===== config.mk =====
export PLATFORM = sky130hd
export DESIGN_NAME = mfr_rx_buffer
export DESIGN_NICKNAME = d
export VERILOG_FILES = /design/src/rtl/mfr_pkg.sv /design/src/rtl/mfr_rx_buffer.sv
export SDC_FILE = /design/constraint.sdc
export NUM_CORES = 2
export LEC_CHECK = 0
export BUFFER_PORTS_ARGS = -buffer_cell sky130_fd_sc_hd__buf_2
export CAP_MARGIN = 20
export CORE_MARGIN = 5
export CORE_UTILIZATION = 40
export CTS_BUF_LIST = sky130_fd_sc_hd__clkbuf_8
export DETAILED_ROUTE_END_ITERATION = 10
export SKIP_CTS_REPAIR_TIMING = 1
export SLEW_MARGIN = 20
export SYNTH_ARGS = -nofsm -noshare
export SYNTH_HDL_FRONTEND = slang
export SYNTH_SLANG_ARGS = --single-unit

===== constraint.sdc =====
create_clock -name mclk -period 10.3 [get_ports mclk]
set_input_delay 2.06 -clock mclk [delete_from_list [all_inputs] [get_ports mclk]]
set_output_delay 2.06 -clock mclk [all_outputs]
set_load 0.02 [all_outputs]

===== src/rtl/mfr_pkg.sv =====
// constants, types and register map of the multi-frame receive buffer
// assumes a 125 MHz core clock and a receiver/transmitter on the same clock
package mfr_pkg;
  // timing
  localparam int unsigned CLK_KHZ        = 125000;
  localparam int unsigned RF_KHZ         = 13560;
  localparam int unsigned GAP_MIN_RF_CYC = 2;
  localparam int unsigned GAP_MAX_NS     = 2000;
  localparam int unsigned GAP_MIN_CYC    = (GAP_MIN_RF_CYC * CLK_KHZ + RF_KHZ - 1) / RF_KHZ;
  localparam int unsigned GAP_MAX_CYC    = GAP_MAX_NS * (CLK_KHZ / 1000) / 1000;
  // buffer geometry
  localparam int unsigned BUF_BYTES   = 256;
  localparam int unsigned SLICE_BYTES = 32;
  localparam int unsigned MAX_FRAMES  = BUF_BYTES / SLICE_BYTES;
  localparam int unsigned MAX_PAYLOAD = 28;
  // slice status word: byte 28 count, byte 29 flags, bytes 30..31 zero
  localparam logic [4:0] STAT_CNT_POS = 5'h1c;
  localparam logic [4:0] STAT_FLG_POS = 5'h1d;
  localparam int unsigned FLG_COMB  = 0;
  localparam int unsigned FLG_INTEG = 1;
  localparam int unsigned FLG_FMT   = 2;
  localparam int unsigned FLG_COLL  = 3;
  localparam int unsigned FLG_LEN   = 4;
  // register map
  localparam logic [11:0] REG_CTRL     = 12'h000;
  localparam logic [11:0] REG_CMD      = 12'h004;
  localparam logic [11:0] REG_EVT      = 12'h008;
  localparam logic [11:0] REG_RXSTAT   = 12'h00c;
  localparam logic [11:0] REG_BUF_BASE = 12'h100;
  localparam logic [11:0] BUF_MASK     = 12'hf00;
  localparam int unsigned CTRL_MULTI_BIT = 0;
  localparam logic        CTRL_MULTI_RST = 1'b0;
  localparam int unsigned EVT_RX_BIT     = 0;
  localparam int unsigned RXS_CNT_LSB    = 8;
  localparam int unsigned RXS_STATE_LSB  = 16;
  localparam logic [31:0] CMD_IDLE       = 32'h0000_0000;
  localparam logic [31:0] CMD_EXCHANGE   = 32'h0000_0003;

  typedef enum logic [1:0] {ST_IDLE, ST_AWAIT_SEND, ST_RECEIVE, ST_REARM} mfr_state_e;

  typedef struct packed {
    logic        wr;
    logic        rd;
    logic [11:0] addr;
    logic [31:0] wdata;
  } mfr_bus_s;

  typedef struct packed {
    logic       valid;
    logic [7:0] data;
    logic       frame_end;
    logic       crc_err;
    logic       coll;
  } mfr_rx_s;
endpackage


===== src/rtl/mfr_rx_buffer.sv =====
// multi-frame receive buffer: slices the receive buffer per polled response
// assumes receiver bytes and frame-end pulses arrive on mclk, never together
`timescale 1ns/1ns
`default_nettype none

// Functional notes
// - multi-frame behaviour only with enable bit set and exchange machine running.
// - after each frame but the eighth in multi-frame mode the receiver re-arms by itself.
// - buffer split into 32-byte slices, so at most 8 responses per cycle.
// - frame n starts at byte 32 times frames already received; first at 0.
// - at most 28 payload bytes per frame go into a slice.
// - slice bytes 28..31 hold count, combined, individual and length error flags.
// - combined error is OR of integrity, frame format and collision flags.
// - length error when length byte above 28 or fewer bytes than announced.
// - reserved status bits are written as zero.
// - good CRC, no collision and matching count up to 28 store data with a clean status word.
// - CRC failure with right length stores data, sets combined and integrity.
// - length byte above 28 stores no payload but still writes status.
// - fewer bytes than a length byte of at most 28 stores data and sets frame format error.
// - receive-done event set once per frame received.
// - frames-captured field updated when reception ends.
// - after the eighth frame the machine goes to the await-send state.
// - idle command ends a multi-frame cycle early and stops reception.
// - frames-captured count cleared at start of each reception cycle.
// - receiver off at least 2 carrier cycles, at most about 2 us, between frames.
module mfr_rx_buffer
  import mfr_pkg::*;
(
  // clock and reset
  input  wire logic        mclk,
  input  wire logic        rst_b,
  // register port
  input  wire mfr_bus_s    bus,
  output logic      [31:0] reg_rdata,
  // receiver and transmitter
  input  wire mfr_rx_s     rx,
  input  wire logic        tx_done,
  output logic             rx_on,
  output logic             multi_active
);

  localparam int A_GMIN = GAP_MIN_CYC;
  localparam int A_GMAX = GAP_MAX_CYC;

  mfr_state_e  state_r;
  mfr_state_e  state_nxt;
  logic        ctrl_multi_r;
  logic        evt_rx_r;
  logic [3:0]  frames_r;
  logic [3:0]  frames_pub_r;
  logic [7:0]  cnt_r;
  logic [7:0]  len_r;
  logic [7:0]  last_cnt_r;
  logic [7:0]  gap_r;
  logic [31:0] rdata_r;
  logic [7:0]  buf_r [BUF_BYTES];

  // register decode
  wire logic sel_ctrl   = bus.addr == REG_CTRL;
  wire logic sel_cmd    = bus.addr == REG_CMD;
  wire logic sel_evt    = bus.addr == REG_EVT;
  wire logic sel_rxstat = bus.addr == REG_RXSTAT;
  wire logic sel_buf    = (bus.addr & BUF_MASK) == REG_BUF_BASE;
  wire logic cmd_wr     = bus.wr && sel_cmd;
  wire logic idle_cmd   = cmd_wr && bus.wdata == CMD_IDLE;
  wire logic exch_cmd   = cmd_wr && bus.wdata == CMD_EXCHANGE;
  wire logic evt_clr    = bus.wr && sel_evt && bus.wdata[EVT_RX_BIT];

  // receive path
  wire logic       running   = state_r != ST_IDLE;
  wire logic       multi_on  = ctrl_multi_r && running;
  wire logic       rx_take   = rx.valid && state_r == ST_RECEIVE;
  wire logic       fe        = rx.frame_end && state_r == ST_RECEIVE;
  wire logic       first     = cnt_r == 8'h00;
  wire logic [7:0] len_now   = first ? rx.data : len_r;
  wire logic       len_over  = len_now > 8'(MAX_PAYLOAD);
  // an oversize length byte keeps the whole frame out of the slice
  wire logic       multi_ok  = !len_over && cnt_r < 8'(MAX_PAYLOAD);
  wire logic       store_we  = rx_take && (multi_on ? multi_ok : cnt_r != 8'hff);
  wire logic [7:0] wr_addr   = multi_on ? {frames_r[2:0], cnt_r[4:0]} : cnt_r;
  wire logic       last_slot = frames_r == 4'(MAX_FRAMES - 1);

  // status flags of the frame that ends now; an empty frame counts as no length byte
  wire logic       f_len_big = !first && len_r > 8'(MAX_PAYLOAD);
  wire logic       f_short   = !first && cnt_r < len_r;
  wire logic       f_len     = f_len_big || f_short;
  wire logic       f_fmt     = !first && cnt_r != len_r;
  wire logic       f_integ   = rx.crc_err;
  wire logic       f_coll    = rx.coll;
  wire logic       f_comb    = f_integ || f_fmt || f_coll;
  // flag byte layout for the host, frozen: bit 0 combined, bit 1 integrity, bit 2 frame format,
  // bit 3 collision, bit 4 length, bits 7:5 zero. built as a concatenation so that no
  // one-bit shift can lose its flag to operand sizing
  wire logic [7:0] flag_byte = {3'h0, f_len, f_coll, f_fmt, f_integ, f_comb};
  wire logic       stat_we   = fe && multi_on;

  // buffer storage, one flip-flop byte per entry
  for (genvar i = 0; i < BUF_BYTES; i++) begin : g_buf
    localparam logic [7:0] IDX = 8'(i);
    wire logic       in_slice = stat_we && IDX[7:5] == frames_r[2:0];
    wire logic [7:0] stat_val = IDX[4:0] == STAT_CNT_POS ? cnt_r
                              : IDX[4:0] == STAT_FLG_POS ? flag_byte : 8'h00;
    always_ff @(posedge mclk) begin
      if (store_we && wr_addr == IDX) begin
        buf_r[i] <= rx.data;
      end else if (in_slice && IDX[4:0] >= STAT_CNT_POS) begin
        buf_r[i] <= stat_val;
      end
    end
  end

  // state machine
  always_comb begin
    state_nxt = state_r;
    case (state_r)
      ST_IDLE: begin
        if (exch_cmd) begin
          state_nxt = ST_AWAIT_SEND;
        end
      end
      ST_AWAIT_SEND: begin
        if (tx_done) begin
          state_nxt = ST_RECEIVE;
        end
      end
      ST_RECEIVE: begin
        if (fe) begin
          state_nxt = (multi_on && !last_slot) ? ST_REARM : ST_AWAIT_SEND;
        end
      end
      ST_REARM: begin
        if (gap_r == 8'h00) begin
          state_nxt = ST_RECEIVE;
        end
      end
      default: state_nxt = ST_IDLE;
    endcase
    if (idle_cmd) begin
      state_nxt = ST_IDLE;
    end
  end

  // a cycle opens on tx_done and closes on the last frame or on an idle command;
  // an idle command outside reception leaves the published count alone
  wire logic cycle_start = state_r == ST_AWAIT_SEND && tx_done && !idle_cmd;
  wire logic cycle_end   = (fe && state_nxt == ST_AWAIT_SEND)
                        || (idle_cmd && (state_r == ST_RECEIVE || state_r == ST_REARM));
  wire logic [3:0] frames_inc = frames_r + 4'h1;

  always_ff @(posedge mclk or negedge rst_b) begin
    if (!rst_b) begin
      state_r <= ST_IDLE;
      gap_r   <= 8'h00;
    end else begin
      state_r <= state_nxt;
      // the receiver stays off for the whole count, which sits well below 2 us
      if (fe) begin
        gap_r <= 8'(GAP_MIN_CYC - 1);
      end else if (state_r == ST_REARM && gap_r != 8'h00) begin
        gap_r <= gap_r - 8'h01;
      end
    end
  end

  // frame counters and per-frame byte count
  always_ff @(posedge mclk or negedge rst_b) begin
    if (!rst_b) begin
      frames_r     <= 4'h0;
      frames_pub_r <= 4'h0;
      cnt_r        <= 8'h00;
      len_r        <= 8'h00;
      last_cnt_r   <= 8'h00;
    end else begin
      if (cycle_start) begin
        frames_r     <= 4'h0;
        frames_pub_r <= 4'h0;
      end else if (cycle_end) begin
        frames_pub_r <= fe ? frames_inc : frames_r;
      end
      if (fe) begin
        frames_r   <= frames_inc;
        last_cnt_r <= cnt_r;
        cnt_r      <= 8'h00;
        len_r      <= 8'h00;
      end else if (rx_take) begin
        cnt_r <= (cnt_r == 8'hff) ? cnt_r : cnt_r + 8'h01;
        if (first) begin
          len_r <= rx.data;
        end
      end
      if (idle_cmd) begin
        cnt_r <= 8'h00;
        len_r <= 8'h00;
      end
    end
  end

  // control and event registers; a new event beats a clear in the same cycle
  always_ff @(posedge mclk or negedge rst_b) begin
    if (!rst_b) begin
      ctrl_multi_r <= CTRL_MULTI_RST;
      evt_rx_r     <= 1'b0;
    end else begin
      if (bus.wr && sel_ctrl) begin
        ctrl_multi_r <= bus.wdata[CTRL_MULTI_BIT];
      end
      if (fe) begin
        evt_rx_r <= 1'b1;
      end else if (evt_clr) begin
        evt_rx_r <= 1'b0;
      end
    end
  end

  // read mux; buffer words are little endian
  // the buffer is not reset, so slices of frames never received read back as garbage
  wire logic [5:0]  word_idx = bus.addr[7:2];
  wire logic [31:0] buf_word = {buf_r[{word_idx, 2'd3}], buf_r[{word_idx, 2'd2}],
                                buf_r[{word_idx, 2'd1}], buf_r[{word_idx, 2'd0}]};
  wire logic [31:0] rxstat   = 32'(frames_pub_r) | (32'(last_cnt_r) << RXS_CNT_LSB)
                             | (32'(state_r) << RXS_STATE_LSB);
  wire logic [31:0] rd_val   = sel_ctrl   ? 32'(ctrl_multi_r) << CTRL_MULTI_BIT
                             : sel_evt    ? 32'(evt_rx_r) << EVT_RX_BIT
                             : sel_rxstat ? rxstat
                             : sel_buf    ? buf_word : 32'h0000_0000;

  always_ff @(posedge mclk or negedge rst_b) begin
    if (!rst_b) begin
      rdata_r <= 32'h0000_0000;
    end else begin
      rdata_r <= bus.rd ? rd_val : 32'h0000_0000;
    end
  end

  assign reg_rdata    = rdata_r;
  assign rx_on        = state_r == ST_RECEIVE;
  assign multi_active = multi_on;

  // checking helpers
  logic [7:0] chk_base_r;
  logic [8:0] off_len_r;
  logic       chk_comb_r;
  always_ff @(posedge mclk or negedge rst_b) begin
    if (!rst_b) begin
      chk_base_r <= 8'h00;
      off_len_r  <= 9'h000;
      chk_comb_r <= 1'b0;
    end else begin
      if (stat_we) begin
        chk_base_r <= {frames_r[2:0], 5'h00};
        chk_comb_r <= rx.crc_err || rx.coll || f_fmt;
      end
      off_len_r <= (state_r == ST_REARM) ? off_len_r + 9'h001 : 9'h000;
    end
  end

  // the flag byte of the slice just closed, seen one cycle after its status write
  wire logic [7:0] chk_flags = buf_r[chk_base_r + 8'(STAT_FLG_POS)];
endmodule

`default_nettype wire


==> impl_metrics.csv <==
group,metric,value,unit
drt,vias,45300,
setup_path,crit_fanout,12,
die,initial_util,0.401,
synthesis,avgSynthCellArea,19.9,um2
place,globalplace.congestion,0.920,
layout,syn2layout_area_growth,12.0,%
setup_path,crit_path_end_kind,"flop",
synthesis,synth_edf_count,2048,
synthesis,postSynthNetCount,4341,
synthesis,synth_area_leader_cell,"sky130_fd_sc_hd__edfxtp_1",
drt,ant_nets,0,
pwr,finalPower,17200,uW
drt,drtIter0Drc,5859,
setup_path,worst-setup-path-type,"flop to flop",
die,top_level_i_o_count,95,
drt,pre_antenna_drt_iters,6,
drt,routed_wl,259,mm
synthesis,ys_ff_latch,2124,
die,floorplan.rows,169,
pwr,irDropWorstVdd,164,uV
pwr,pwr_density_cell,181,mW/mm2
clocking,cts_htree_levels,5,
outcome,status,"completed",
synthesis,yosysTopAreaCellShare,0.725,
sta,finalHoldViolations,0,
clocking,cts_sinks,2124,
synthesis,synth_compound_gate_area_share,0.0226,
pwr,cellLeakagePower,0.0313,uW
place,numPortBuffers,94,
place,dpl-instance-area,0.0886,mm2
synthesis,synthesis.area,0.0848,mm2
synthesis,synthFlopType,"sky130_fd_sc_hd__edfxtp_1",
sta,finalCritPeriodShare,0.490,
setup_path,reg2reg_depth,7,
die,die_w,470,um
setup_path,critical_path.startpoint_type,"flop",
drt,detail_route.vias_per_cell,5.92,
clocking,cts_tree,"built",
sta,layout_min_cycle_time,5050,ps
hold_path,worstHoldPathType,"flop to flop",
synthesis,yosys.area_share.simple,0.0407,
setup_path,path_cells,"inv_1 > ha_1 > or4b_1 > or4_1 > o21ai_2 > nor3b_2 > o21ai_0",
layout,num-nets-final,4634,
layout,final_layout_size_suffix_gt1_frac,0.254,
synthesis,ys_types,65,
synthesis,async_flop_share,0.0358,
setup_path,critical_path_required,11040,ps
die,die_y_extent,470,um
setup_path,slowest_delay,910,ps
global_route,grt_pass1_vias,45200,
global_route,grt_overflow,0,
die,die-area,0.221,mm2
clocking,clockBufferDepth,4,
clocking,clk_pin_slew,70,ps
synthesis,synth-seq-area-share,0.748,
layout,final_area,0.0950,mm2
sta,fin_setup_tns,0,ps
synthesis,synth-xor-area-share,0.00155,
sta,worstMarginPinSlew,1220,ps
synthesis,synth_top_family_by_area,"multiplexers",
drt,drc,0,
clocking,clk-insertion-delay-late,1090,ps
global_route,grt_pass1_wl,360,mm
die,coreArea,0.211,mm2
synthesis,yosys-mux-area-fraction,0.165,
synthesis,area_contributors_post_synth,"sky130_fd_sc_hd__edfxtp_1 73%, sky130_fd_sc_hd__mux4_2 15%, sky130_fd_sc_hd__dfrtp_1 2.2%, sky130_fd_sc_hd__mux2i_1 1.4%, sky130_fd_sc_hd__nor2_1 1.3%",
global_route,globalRouteTotalUtil,0.231,
synthesis,yosys_warnings,0,
synthesis,synthesized_instance_count,4259,
run,maxCapViolations,0,
drt,routed_wire_length_per_instance,33.9,um
global_route,grt_antenna_before_repair,22,
place,hpwlAfterDp,163,mm
global_route,grt_start_max_net_pins,110,
sta,timing.final.setup_violations,0,
sta,worst_clock_skew,72.6,ps
sta,fmaxAchievable,198,MHz
synthesis,adder_cell_share_of_the_synthesized_area,0.00310,
sta,worst_slew_margin_rel,0.188,
sta,timing_max_transition_violations_final,0,
sta,grt_setup_unrepaired,"no",
setup_path,library_cell_contributing_the_largest_single_delay_on_the_critical_path,"sky130_fd_sc_hd__nor3b_2",
clocking,clock_tree_root,"sky130_fd_sc_hd__clkbuf_8",
hold_path,worst_hold_path.num_cells,2,
setup_path,cp_data_arrival_time,5790,ps
clocking,cts_inserted_buffers,355,
==> cells by family after synthesis <==
logic type	Yosys count
AO/OA/AOI/OAI	296
XOR/XNOR	15
flip-flops	2124
adder cells (fa/ha/maj)	21
AND/OR/NAND/NOR	745
multiplexers	693
buffers and inverters	365
==> power by group <==
group          switching [uW]  leakage, uW  internal [uW]
clock                    3340      0.00374           3520
combinational             567      0.00815            296
sequential               4.11       0.0194           9470
==> worst max-delay path: cells and delay by family (launching register included) <==
kind	cells	cell delay [ps]
and+or+nand+nor	3	2310
buffers and inverters	1	590
adders and majority gates	1	450
DFF	1	440
AOI/OAI and AO/OA	2	940
==> Yosys cell counts (5+ instances only) <==
cell / instances
sky130_fd_sc_hd__a211oi_1: 8
sky130_fd_sc_hd__a21o_1: 24
sky130_fd_sc_hd__a21oi_1: 31
sky130_fd_sc_hd__a221oi_1: 18
sky130_fd_sc_hd__a22oi_1: 39
sky130_fd_sc_hd__a31oi_1: 8
sky130_fd_sc_hd__a32oi_1: 10
sky130_fd_sc_hd__and2_1: 63
sky130_fd_sc_hd__and3_1: 11
sky130_fd_sc_hd__buf_1: 30
sky130_fd_sc_hd__buf_2: 81
sky130_fd_sc_hd__buf_4: 15
sky130_fd_sc_hd__buf_6: 6
sky130_fd_sc_hd__clkbuf_1: 130
sky130_fd_sc_hd__dfrtp_1: 76
sky130_fd_sc_hd__edfxtp_1: 2048
sky130_fd_sc_hd__ha_1: 21
sky130_fd_sc_hd__inv_1: 99
sky130_fd_sc_hd__mux2_2: 10
sky130_fd_sc_hd__mux2i_1: 117
sky130_fd_sc_hd__mux4_2: 566
sky130_fd_sc_hd__nand2_1: 245
sky130_fd_sc_hd__nand2b_1: 9
sky130_fd_sc_hd__nand3_1: 28
sky130_fd_sc_hd__nand3_4: 5
sky130_fd_sc_hd__nand3b_1: 6
sky130_fd_sc_hd__nand4_1: 19
sky130_fd_sc_hd__nor2_1: 285
sky130_fd_sc_hd__nor2b_1: 35
sky130_fd_sc_hd__nor3_1: 10
sky130_fd_sc_hd__nor4_1: 9
sky130_fd_sc_hd__o211ai_1: 8
sky130_fd_sc_hd__o21ai_0: 112
sky130_fd_sc_hd__o22ai_1: 5
sky130_fd_sc_hd__o31ai_1: 9
sky130_fd_sc_hd__xnor2_1: 5
sky130_fd_sc_hd__xor2_1: 10
==> worst paths after layout <==
path                               start       endpoint  slack [ps]
max                             cnt_r[1]   buf_r[55][8]        5250
min                        last_cnt_r[1]  last_cnt_r[1]         490
max reg2reg                     cnt_r[1]   buf_r[55][8]        5250
min reg2reg                last_cnt_r[1]  last_cnt_r[1]         490
max in group asynchronous          rst_b  reg_rdata[29]        7900
min in group asynchronous          rst_b     state_r[0]         940
==> stage by stage <==
| stage | instances | hold WS [ps] | setup WS, ps | utilization |
|---|---|---|---|---|
| after floorplan | 4259 | 446 | 5850 | - |
| after global placement | 7015 | 469 | 4560 | 0.419 |
| after detailed placement | 7015 | 478 | 4580 | 0.419 |
| after CTS | 7632 | 494 | 4830 | 0.449 |
| after global routing | 7634 | 509 | 5100 | 0.449 |
| final | 7650 | 492 | 5250 | 0.449 |
==> state kept, by name (all words and copies together) (netlist names) <==
register / count
last_cnt_r: 8
gap_r: 8
evt_rx_r: 1
frames_pub_r: 4
buf_r: 2048
ctrl_multi_r: 1
reg_rdata: 32
cnt_r: 8
frames_r: 4
len_r: 8
state_r: 2
==> cell usage in the layout (no fill, tap or decap), drive strengths merged, types with 5 or more instances in the layout <==
cell type  instances
inv              237
clkinv            98
nand4b             5
a221oi            18
clkbuf           380
edfxtp          2048
buf              191
nor3              10
nand3b             6
a21o              24
ha                21
nand4             19
nor2b             35
mux4             566
a211oi             8
dfrtp             76
o21ai            113
o22ai              5
bufinv             8
nor4               9
mux2              10
o31ai              9
and3              11
a31oi              8
nand2b             9
mux2i            117
xor2              10
and2              63
nand3             33
xnor2              5
nor2             285
a32oi             10
o211ai             8
a22oi             39
nand2            246
a21oi             31
diode             17
==> layout make-up <==
cell class,instances,area (um2)
Antenna cell,17,42.5
Clock buffer,372,5120
Clock inverter,245,1190
Fill cell,18100,116000
Inverter,102,385
Multi-Input combinational cell,1770,19800
Sequential cell,2124,63400
Tap cell,2821,3530
Timing Repair Buffer,199,1480
==> metal layers <==
layer  vias up  GRT usage  share of wire
li1      17900          -              -
met1     24100      0.317           0.39
met2      2753      0.346           0.46
met3       518     0.0742           0.11
met4        12     0.0854          0.040
met5         -          0        0.00062
No activity file was read; power rests on OpenSTA's default activity.
